===== config.mk =====
export PLATFORM = sky130hd
export DESIGN_NAME = lss_top
export DESIGN_NICKNAME = d
export VERILOG_FILES = /design/src/shared/lss_pkg.sv /design/src/rtl/lss_tick_gen.sv /design/src/rtl/lss_interval_timer.sv /design/src/rtl/lss_top.sv
export VERILOG_INCLUDE_DIRS = /design/src /design/src/shared
export SDC_FILE = /design/constraint.sdc
export NUM_CORES = 1
export LEC_CHECK = 0
export BUFFER_PORTS_ARGS = -buffer_cell sky130_fd_sc_hd__clkbuf_2
export CAP_MARGIN = 5
export CORE_ASPECT_RATIO = 0.5
export CORE_MARGIN = 2
export CORE_UTILIZATION = 55
export DETAILED_ROUTE_END_ITERATION = 10
export PLACE_DENSITY_LB_ADDON = 0.15
export SLEW_MARGIN = 40
export SYNTH_ARGS = -nofsm -noshare
export SYNTH_HDL_FRONTEND = slang
export SYNTH_SLANG_ARGS = --single-unit

===== constraint.sdc =====
create_clock -name pclk -period 3.75 [get_ports pclk]
set_input_delay 0.5625 -clock pclk [delete_from_list [all_inputs] [get_ports pclk]]
set_output_delay 0.5625 -clock pclk [all_outputs]
set_load 0.005 [all_outputs]

===== src/shared/lss_regs.svh =====
/*
  Register offsets, field positions, reset values and timing counts of the
  link startup and supervision block.
  Assumes a 12-bit APB byte address and a 100 MHz pclk.
*/
`ifndef LSS_REGS_SVH
`define LSS_REGS_SVH

`define LSS_OFF_LIMIT      12'h000
`define LSS_OFF_STATUS     12'h004
`define LSS_OFF_IRQ_STS    12'h008
`define LSS_OFF_IRQ_MASK   12'h00C

`define LSS_LIMIT_RST      16'h0000
`define LSS_LIMIT_OFF      16'h0000
`define LSS_LIMIT_NOCHECK  16'h270F
`define LSS_MASK_RST       4'h0

`define LSS_EV_TIMEOUT     0
`define LSS_EV_FRAME_ERR   1
`define LSS_EV_PWR_LOSS    2
`define LSS_EV_COAST       3

`define LSS_STAT_MODE_LSB  0
`define LSS_STAT_RUN       2
`define LSS_STAT_ALARM     3
`define LSS_STAT_LINK_OK   4
`define LSS_STAT_INTERLOCK 5
`define LSS_STAT_SEL_LSB   6

`define LSS_SEL_CLASSIC    2'h0
`define LSS_SEL_LINK       2'h1
`define LSS_SEL_RESTORE    2'h2
`define LSS_OPSEL_PANEL    2'h1

`define LSS_CLK_NS         10
`define LSS_TICK_NS        100000000
`define LSS_TICK_CYCLES    (`LSS_TICK_NS / `LSS_CLK_NS)

`endif


===== src/shared/lss_pkg.sv =====
/*
  Types shared by the link startup and supervision block.
  Assumes nothing beyond a SystemVerilog compiler.
*/
package lss_pkg;

  typedef enum logic [1:0] {
    LSS_MODE_EXT   = 2'b00,
    LSS_MODE_PANEL = 2'b01,
    LSS_MODE_LINK  = 2'b10
  } lss_mode_t;

  typedef enum logic [1:0] {
    LSS_FSM_BOOT   = 2'b00,
    LSS_FSM_ACTIVE = 2'b01,
    LSS_FSM_PLOSS  = 2'b10
  } lss_fsm_t;

  typedef struct packed {
    logic        psel;
    logic        penable;
    logic        pwrite;
    logic [11:0] paddr;
    logic [31:0] pwdata;
  } lss_apb_req_t;

  typedef struct packed {
    logic [31:0] prdata;
    logic        pready;
    logic        pslverr;
  } lss_apb_rsp_t;

  typedef struct packed {
    logic frame_ok;
    logic frame_err;
    logic run_cmd;
  } lss_host_rx_t;

  typedef struct packed {
    logic      drive_run;
    logic      link_timeout_alarm;
    lss_mode_t op_mode;
    logic      panel_enable;
  } lss_drive_t;

endpackage


===== src/rtl/lss_tick_gen.sv =====
/*
  Prescaler giving one pulse every 0.1 s of pclk.
  Assumes restart is a one-cycle pulse from the supervisor.
*/
`timescale 1ns/1ps
`default_nettype none
`include "lss_regs.svh"
module lss_tick_gen #(
  parameter int unsigned TICK_CYCLES = `LSS_TICK_CYCLES
) (
  input  wire logic pclk,
  input  wire logic presetn,
  input  wire logic restart,
  output logic      tick
);
  typedef struct packed {
    logic [31:0] cnt;
    logic        tick;
  } lss_tick_state_t;

  lss_tick_state_t q, d;

  always_comb begin
    d      = q;
    d.tick = 1'b0;
    if (restart) begin
      d.cnt = 32'h0;
    end else if (q.cnt == 32'(TICK_CYCLES - 1)) begin
      d.cnt  = 32'h0;
      d.tick = 1'b1;
    end else begin
      d.cnt = q.cnt + 32'h1;
    end
  end

  always_ff @(posedge pclk or negedge presetn) begin
    if (!presetn) begin
      q <= '0;
    end else begin
      q <= d;
    end
  end

  assign tick = q.tick;
endmodule
`default_nettype wire


===== src/rtl/lss_interval_timer.sv =====
/*
  Host communication interval counter in 0.1 s ticks.
  Assumes limit is 1..9998 while enable is high.
*/
`timescale 1ns/1ps
`default_nettype none
module lss_interval_timer (
  input  wire logic        pclk,
  input  wire logic        presetn,
  input  wire logic        enable,
  input  wire logic        restart,
  input  wire logic        tick,
  input  wire logic [15:0] limit,
  output logic             expired
);
  typedef struct packed {
    logic [15:0] cnt;
    logic        fired;
    logic        expired;
  } lss_tmr_state_t;

  lss_tmr_state_t q, d;

  always_comb begin
    d         = q;
    d.expired = 1'b0;
    if (!enable || restart) begin
      d.cnt   = 16'h0000;
      d.fired = 1'b0;
    end else if (tick && !q.fired) begin
      // one pulse per silence; re-armed by a valid frame or by enable going low
      if (q.cnt + 16'h0001 >= limit) begin
        d.fired   = 1'b1;
        d.expired = 1'b1;
      end
      d.cnt = q.cnt + 16'h0001;
    end
  end

  always_ff @(posedge pclk or negedge presetn) begin
    if (!presetn) begin
      q <= '0;
    end else begin
      q <= d;
    end
  end

  assign expired = q.expired;
endmodule
`default_nettype wire


===== src/rtl/lss_top.sv =====
/*
  Startup mode selection and host-link supervision with an APB register
  file and one level interrupt.
  Assumes the serial front end flags each received frame as good or bad
  in one pulse, and that settings inputs come from the parameter store.
*/
`timescale 1ns/1ps
`default_nettype none
`include "lss_regs.svh"
module lss_top #(
  parameter int unsigned TICK_CYCLES = `LSS_TICK_CYCLES
) (
  input  wire logic                 pclk,
  input  wire logic                 presetn,
  input  wire lss_pkg::lss_apb_req_t apb_req,
  output lss_pkg::lss_apb_rsp_t     apb_rsp,
  input  wire logic [1:0]           startup_mode_select,
  input  wire logic [1:0]           operating_mode_select,
  input  wire logic                 link_card_fitted,
  input  wire logic                 link_params_match,
  input  wire logic                 power_fail,
  input  wire lss_pkg::lss_host_rx_t host_rx,
  input  wire logic                 clear_input_terminal,
  input  wire logic                 contact_common,
  output logic                      reply_start,
  output lss_pkg::lss_drive_t       drive,
  output logic                      irq
);
  import lss_pkg::*;

  ////////////////////////////////////////////////////////////////////////////
  // state

  typedef struct packed {
    lss_fsm_t    st;
    lss_mode_t   mode;
    logic [1:0]  start_sel;
    logic        run;
    logic        run_snap;
    logic        alarm;
    logic        reply;
    logic [15:0] limit;
    logic [3:0]  sts;
    logic [3:0]  mask;
    logic [31:0] prdata;
    logic        pslverr;
  } lss_top_state_t;

  lss_top_state_t q, d;

  logic       apb_setup;
  logic       apb_write;
  logic       accept;
  logic       coast_stop;
  logic       limit_off;
  logic       check_on;
  logic       tmr_enable;
  logic       tmr_restart;
  logic       tick;
  logic       expired;
  logic [3:0] ev;
  logic [7:0] status_word;

  ////////////////////////////////////////////////////////////////////////////
  // mode choice on power-up and on power return

  function automatic lss_mode_t pick_mode(
    input logic [1:0] sel,
    input logic [1:0] opsel
  );
    lss_mode_t m;
    m = LSS_MODE_EXT;
    case (sel)
      `LSS_SEL_LINK,
      `LSS_SEL_RESTORE: begin
        // params are not checked here: mismatch still lands in link mode
        m = LSS_MODE_LINK;
      end
      default: begin
        if (opsel == `LSS_OPSEL_PANEL) begin
          m = LSS_MODE_PANEL;
        end else begin
          m = LSS_MODE_EXT;
        end
      end
    endcase
    return m;
  endfunction

  ////////////////////////////////////////////////////////////////////////////
  // supervision terms

  assign limit_off = (q.limit == `LSS_LIMIT_OFF);

  // 9999 and above mean no timeout check
  assign check_on = !limit_off && (q.limit < `LSS_LIMIT_NOCHECK);

  // a frame counts only when clean, in link mode, with a matching link
  assign accept = host_rx.frame_ok && !host_rx.frame_err
               && (q.st == LSS_FSM_ACTIVE) && !power_fail
               && (q.mode == LSS_MODE_LINK)
               && link_params_match;

  assign coast_stop = clear_input_terminal && contact_common;

  assign tmr_enable = (q.st == LSS_FSM_ACTIVE)
                   && (q.mode == LSS_MODE_LINK)
                   && check_on && !q.alarm;

  assign tmr_restart = accept;

  assign apb_setup = apb_req.psel && !apb_req.penable;
  assign apb_write = apb_req.psel && apb_req.penable && apb_req.pwrite;

  assign status_word = {q.start_sel,
                        limit_off,
                        link_params_match,
                        q.alarm,
                        q.run,
                        q.mode};

  // sticky sources
  assign ev[`LSS_EV_TIMEOUT]   = expired;
  assign ev[`LSS_EV_FRAME_ERR] = host_rx.frame_err;
  assign ev[`LSS_EV_PWR_LOSS]  = (q.st == LSS_FSM_ACTIVE) && power_fail;
  assign ev[`LSS_EV_COAST]     = coast_stop && q.run;

  ////////////////////////////////////////////////////////////////////////////
  // timers

  lss_tick_gen #(
    .TICK_CYCLES (TICK_CYCLES)
  ) u_tick (
    .pclk    (pclk),
    .presetn (presetn),
    .restart (tmr_restart),
    .tick    (tick)
  );

  lss_interval_timer u_tmr (
    .pclk    (pclk),
    .presetn (presetn),
    .enable  (tmr_enable),
    .restart (tmr_restart),
    .tick    (tick),
    .limit   (q.limit),
    .expired (expired)
  );

  ////////////////////////////////////////////////////////////////////////////
  // next state

  always_comb begin
    d       = q;
    d.reply = 1'b0;

    // read data captured in setup so that it leaves a flip-flop
    if (apb_setup) begin
      d.prdata  = 32'h0000_0000;
      d.pslverr = 1'b0;
      case (apb_req.paddr)
        `LSS_OFF_LIMIT: begin
          d.prdata = {16'h0000, q.limit};
        end
        `LSS_OFF_STATUS: begin
          d.prdata = {24'h00_0000, status_word};
        end
        `LSS_OFF_IRQ_STS: begin
          d.prdata = {28'h000_0000, q.sts};
        end
        `LSS_OFF_IRQ_MASK: begin
          d.prdata = {28'h000_0000, q.mask};
        end
        default: begin
          d.pslverr = 1'b1;
        end
      endcase
    end

    if (apb_write && !q.pslverr) begin
      case (apb_req.paddr)
        `LSS_OFF_LIMIT: begin
          d.limit = apb_req.pwdata[15:0];
        end
        `LSS_OFF_IRQ_STS: begin
          d.sts = q.sts & ~apb_req.pwdata[3:0];
        end
        `LSS_OFF_IRQ_MASK: begin
          d.mask = apb_req.pwdata[3:0];
        end
        default: begin
        end
      endcase
    end

    // set after clear: an event in the clearing cycle survives
    d.sts = d.sts | ev;

    case (q.st)
      LSS_FSM_BOOT: begin
        // one look at the setting, kept until the next power cycle
        d.start_sel = startup_mode_select;
        d.mode      = pick_mode(startup_mode_select,
                                operating_mode_select);
        d.run       = 1'b0;
        d.st        = LSS_FSM_ACTIVE;
      end

      LSS_FSM_ACTIVE: begin
        if (power_fail) begin
          // drop any reply in flight; the sequence is not resumed
          d.run_snap = q.run;
          d.run      = 1'b0;
          d.reply    = 1'b0;
          d.st       = LSS_FSM_PLOSS;
        end else begin
          if (accept) begin
            // exactly one answer, only to a clean request
            d.reply = 1'b1;
            if (!host_rx.run_cmd) begin
              d.run = 1'b0;
            end else if (!limit_off && !q.alarm) begin
              d.run = 1'b1;
            end
          end
          if (q.mode == LSS_MODE_LINK && limit_off) begin
            d.run = 1'b0;
          end
          if (expired) begin
            d.run   = 1'b0;
            d.alarm = 1'b1;
          end
        end
      end

      LSS_FSM_PLOSS: begin
        if (!power_fail) begin
          d.st   = LSS_FSM_ACTIVE;
          d.mode = pick_mode(q.start_sel, operating_mode_select);
          d.run  = 1'b0;
          if (q.start_sel == `LSS_SEL_RESTORE && link_card_fitted) begin
            // resumes without waiting for any host message
            d.run = q.run_snap && !q.alarm && !limit_off;
          end
        end
      end

      default: begin
        d.st = LSS_FSM_BOOT;
      end
    endcase

    // hard-wired stop, whatever the link is doing
    if (coast_stop) begin
      d.run      = 1'b0;
      d.run_snap = 1'b0;
      d.alarm    = 1'b0;
    end
  end

  ////////////////////////////////////////////////////////////////////////////
  // registers

  always_ff @(posedge pclk or negedge presetn) begin
    if (!presetn) begin
      q.st        <= LSS_FSM_BOOT;
      q.mode      <= LSS_MODE_EXT;
      q.start_sel <= `LSS_SEL_CLASSIC;
      q.run       <= 1'b0;
      q.run_snap  <= 1'b0;
      q.alarm     <= 1'b0;
      q.reply     <= 1'b0;
      q.limit     <= `LSS_LIMIT_RST;
      q.sts       <= 4'h0;
      q.mask      <= `LSS_MASK_RST;
      q.prdata    <= 32'h0000_0000;
      q.pslverr   <= 1'b0;
    end else begin
      q <= d;
    end
  end

  ////////////////////////////////////////////////////////////////////////////
  // outputs

  // zero wait states: the setup cycle already loaded the answer
  assign apb_rsp.pready  = apb_req.psel && apb_req.penable;
  assign apb_rsp.prdata  = q.prdata;
  assign apb_rsp.pslverr = q.pslverr && apb_req.psel && apb_req.penable;

  assign reply_start = q.reply;

  assign drive.drive_run          = q.run;
  assign drive.link_timeout_alarm = q.alarm;
  assign drive.op_mode            = q.mode;
  // panel is dead in link mode when the link settings disagree
  assign drive.panel_enable = (q.st != LSS_FSM_BOOT)
                           && ((q.mode != LSS_MODE_LINK)
                           || link_params_match);

  assign irq = |(q.sts & q.mask);

endmodule
`default_nettype wire


==> flow_summary.yaml <==
synthesis:
  async_flop_share_pct: 100
  ys_seq_area_share_pct: 45.2
  synth_edf_count: 0
  yosys.area_share.simple_pct: 22.5
  netlist_instances: 611
  synth_compound_area_share_pct: 9.53
  synth_top_family_by_area: "simple AND/OR/NAND/NOR gates"
  ys_warn_count: 0
  synth_fa_ha_area_share_pct: 5.10
  synthMuxAreaShare_pct: 1.57
  synth_top_flop_cell: "dfrtp_1"
  synth_xor_area_share_pct: 8.38
  syn_area_um2: 5650
  postSynthAreaPerCell_um2: 9.24
  ys_types: 50
  ys_seq_elements: 102
route:
  maxUsedRoutingLayer: "met4"
  ant_nets: 0
  drt_first_pass_iters: 5
  wl_um: 11300
  met1_length_um: 5700
  wl_met2_um: 4980
  met3_length_um: 558
  remaining_drc_errors: 0
  num_vias: 4205
  drtIter0Drc: 162
  wire_per_inst_um: 14.1
  viasPerCell: 5.24
power:
  leakage_nw: 3.05
  switching_power_uw: 717
  vdd_ir_drop_max_v: 0.000225
  combinationalPowerShare_pct: 15.5
  internal_power_mw: 1.86
  pwr-share-seq_pct: 49.8
  power_density_nw_per_um2: 416
  switching_share_pct: 27.8
  clkPwrFrac_pct: 34.7
worst_setup_path:
  critPathLaunch: "u_tmr.q[2]$_DFFE_PN0P_"
  worstPathMaxFanout: 5
  reg2reg_to: "u_tmr.q[1]$_DFFE_PN0P_"
  start_kind: "flop"
  arrival_ps: 3280
  r2r-start: "u_tmr.q[2]$_DFFE_PN0P_"
  critPathKind: "reg -> reg"
  cp-end-kind: "flop"
  reg2reg_depth: 14
  r2r_slack_ps: 670
  cp.required_ps: 3950
die:
  rows: 26
  core_um2: 10100
  die_h_um: 75.6
  dieArea_um2: 11100
  dieWidth_um: 147
  io_pins: 102
  start_util_pct: 56.0
cts:
  cts.sinks: 102
  numCtsBuffers: 9
  cts-htree-levels: 3
  clkTransAtPathRegs_ps: 60
  post_cts.repair.setup_buffers: 0
  cts_tree: "done"
  ctsResizeCount: 0
  clk_latency_ps: 340
  clockRootBuffer: "clkbuf_16"
  holdBufCountCts: 0
  clockBufferDepth: 2
sta:
  holdWs_ps: 229
  finalSetupTns_ps: 0
  tightest_slew_ps: 702
  fin_skew_ps: 6.59
  period_share_pct: 82.1
  grt_setup_unrepaired: "false"
  slew_headroom_pct: 53.1
  max_freq_mhz: 325
  final-max-slew-violation-count: 0
  hold_violations: 0
  finalCriticalPeriod_ps: 3080
  report.final.setup_viol: 0
global_routing:
  grt_pass1_vias: 3888
  grt_max_degree: 46
  antenna_found_initial: 0
  grt_pass1_wl_um: 19000
  track_usage_pct: 21.9
  grt_overflow: 0
cells_and_area:
  multi_input_area_um2: 2720
  drive_gt1_share_pct: 15.4
  seq_area_um2: 2550
  fillers: 908
  n_antenna_cell: 0
  area_growth_pct: 10.0
  fin_area_um2: 6210
  layout.nets: 744
  fin_util_pct: 61.6
place:
  hpwl_um: 8320
  gp_congestion: 0.862
  io_buffers: 69
  place_area_um2: 5930
min_path:
  hold_class: "in -> async"
outcome:
  status: "finished, final reports clean"
run:
  drv_cap: 0
[cell families after synthesis]
family                   Yosys count
AO/OA/AOI/OAI                     88
XOR/XNOR                          54
adder cells (fa/ha/maj)           23
buffers and inverters             77
flip-flops                       102
multiplexers                       8
other                              1
AND/OR/NAND/NOR                  258
[synth_stat cells, types with 2 or more instances]
master	n	area, µm²
buf_4	37	278
nand2_1	88	330
a32o_1	2	20.0
nand3_1	31	155
o21a_1	2	15.0
or3_1	7	43.8
xor2_1	34	298
nor3_1	5	25.0
a221oi_1	4	35.0
or4_1	4	30.0
and3_1	15	93.8
xnor2_1	20	175
clkbuf_1	11	41.3
nor4_1	9	56.3
and4_1	2	17.5
dfrtp_1	102	2550
a21oi_1	16	80.1
a211oi_1	2	15.0
nor2b_1	6	37.5
inv_1	25	93.8
a22oi_1	6	45.0
mux2_2	7	78.8
nand4_1	10	62.6
o21ai_0	39	195
a21o_1	5	37.5
o21ai_1	2	10.0
nand2b_1	4	25.0
buf_2	4	20.0
nand3b_1	2	15.0
nor4_4	2	42.5
ha_1	23	288
nor2_1	62	233
a22o_1	4	35.0
and2_1	3	18.8
[metrics by stage]
step	std cells	total power, mW	setup slack [ps]
5_1_grt	803	2.72	392
2_1_floorplan	626	1.57	955
3_3_place_gp	789	1.69	698
6_report	803	2.58	671
4_1_cts	803	2.61	661
3_5_place_dp	789	1.71	692
[state kept, by name, indices dropped and copies added, names as in the netlist]
| register | count |
|---|---|
| u_tick.q | 32 |
| q | 30 |
| reply_start | 1 |
| u_tick.tick | 1 |
| apb_rsp | 16 |
| drive | 4 |
| u_tmr.expired | 1 |
| u_tmr.q | 17 |
[cell usage in the layout, fill, tap and decap left out, types with 3 or more instances in the layout]
cell and instances:
dfrtp_1 102, nand2_1 88, clkbuf_2 68, nor2_1 62, o21ai_0 39, xor2_1 34, nand3_1 31, inv_1 25
ha_1 23, xnor2_1 20, a21oi_1 16, conb_1 16, and3_1 15, nand4_1 10, nor4_1 9, clkbuf_16 9
or3_1 7, mux2_2 7, buf_4 7, nor2b_1 6, a22oi_1 6, nor3_1 5, a21o_1 5, nand2b_1 4
or4_1 4, a22o_1 4, a221oi_1 4, and2_1 3
[power by group through the flow]
stage	registers [mW]	clock network, mW	logic [mW]
2_1_floorplan	1.27	0	0.301
3_3_place_gp	1.30	0	0.390
3_5_place_dp	1.30	0	0.403
4_1_cts	1.28	0.923	0.404
5_1_grt	1.30	0.968	0.461
6_report	1.29	0.897	0.399
[layout make-up]
type                    instances  area share [%]
multi-input cells             447            43.7
flip-flops and latches        102            41.1
repair buffers                 75            6.33
clock buffers                  10            3.69
well taps                     140            2.82
inverters                      25            1.51
clock inverters                 4           0.806
[worst max path at each step]
stage | slack [ps] | to
after floorplan | 960 | u_tmr.q[1]$_DFFE_PN0P_
after global placement | 700 | u_tmr.q[1]$_DFFE_PN0P_
after detailed placement | 690 | u_tmr.q[1]$_DFFE_PN0P_
after CTS | 660 | u_tmr.q[1]$_DFFE_PN0P_
after global routing | 390 | u_tmr.q[1]$_DFFE_PN0P_
final | 670 | u_tmr.q[1]$_DFFE_PN0P_
[layer usage]
layer,vias to the layer above,track usage [%]
met5,-,0
met3,7,5.81
li1,2140,-
met1,1967,30.4
met2,91,35.3
met4,0,5.34
[worst max-delay path, cell delays in order, from the launching register on]
cell	delay [ps]
dfrtp_1	430
ha_1	240
nand3_1	140
nor2_1	300
and3_1	280
nand3_1	110
xnor2_1	180
ha_1	260
nand2_1	60
o21ai_0	70
nor4_1	160
o21ai_0	120
a221o_1	380
a21oi_1	160
nor2_1	50
Note: power is estimated with default switching activity, not from simulation.
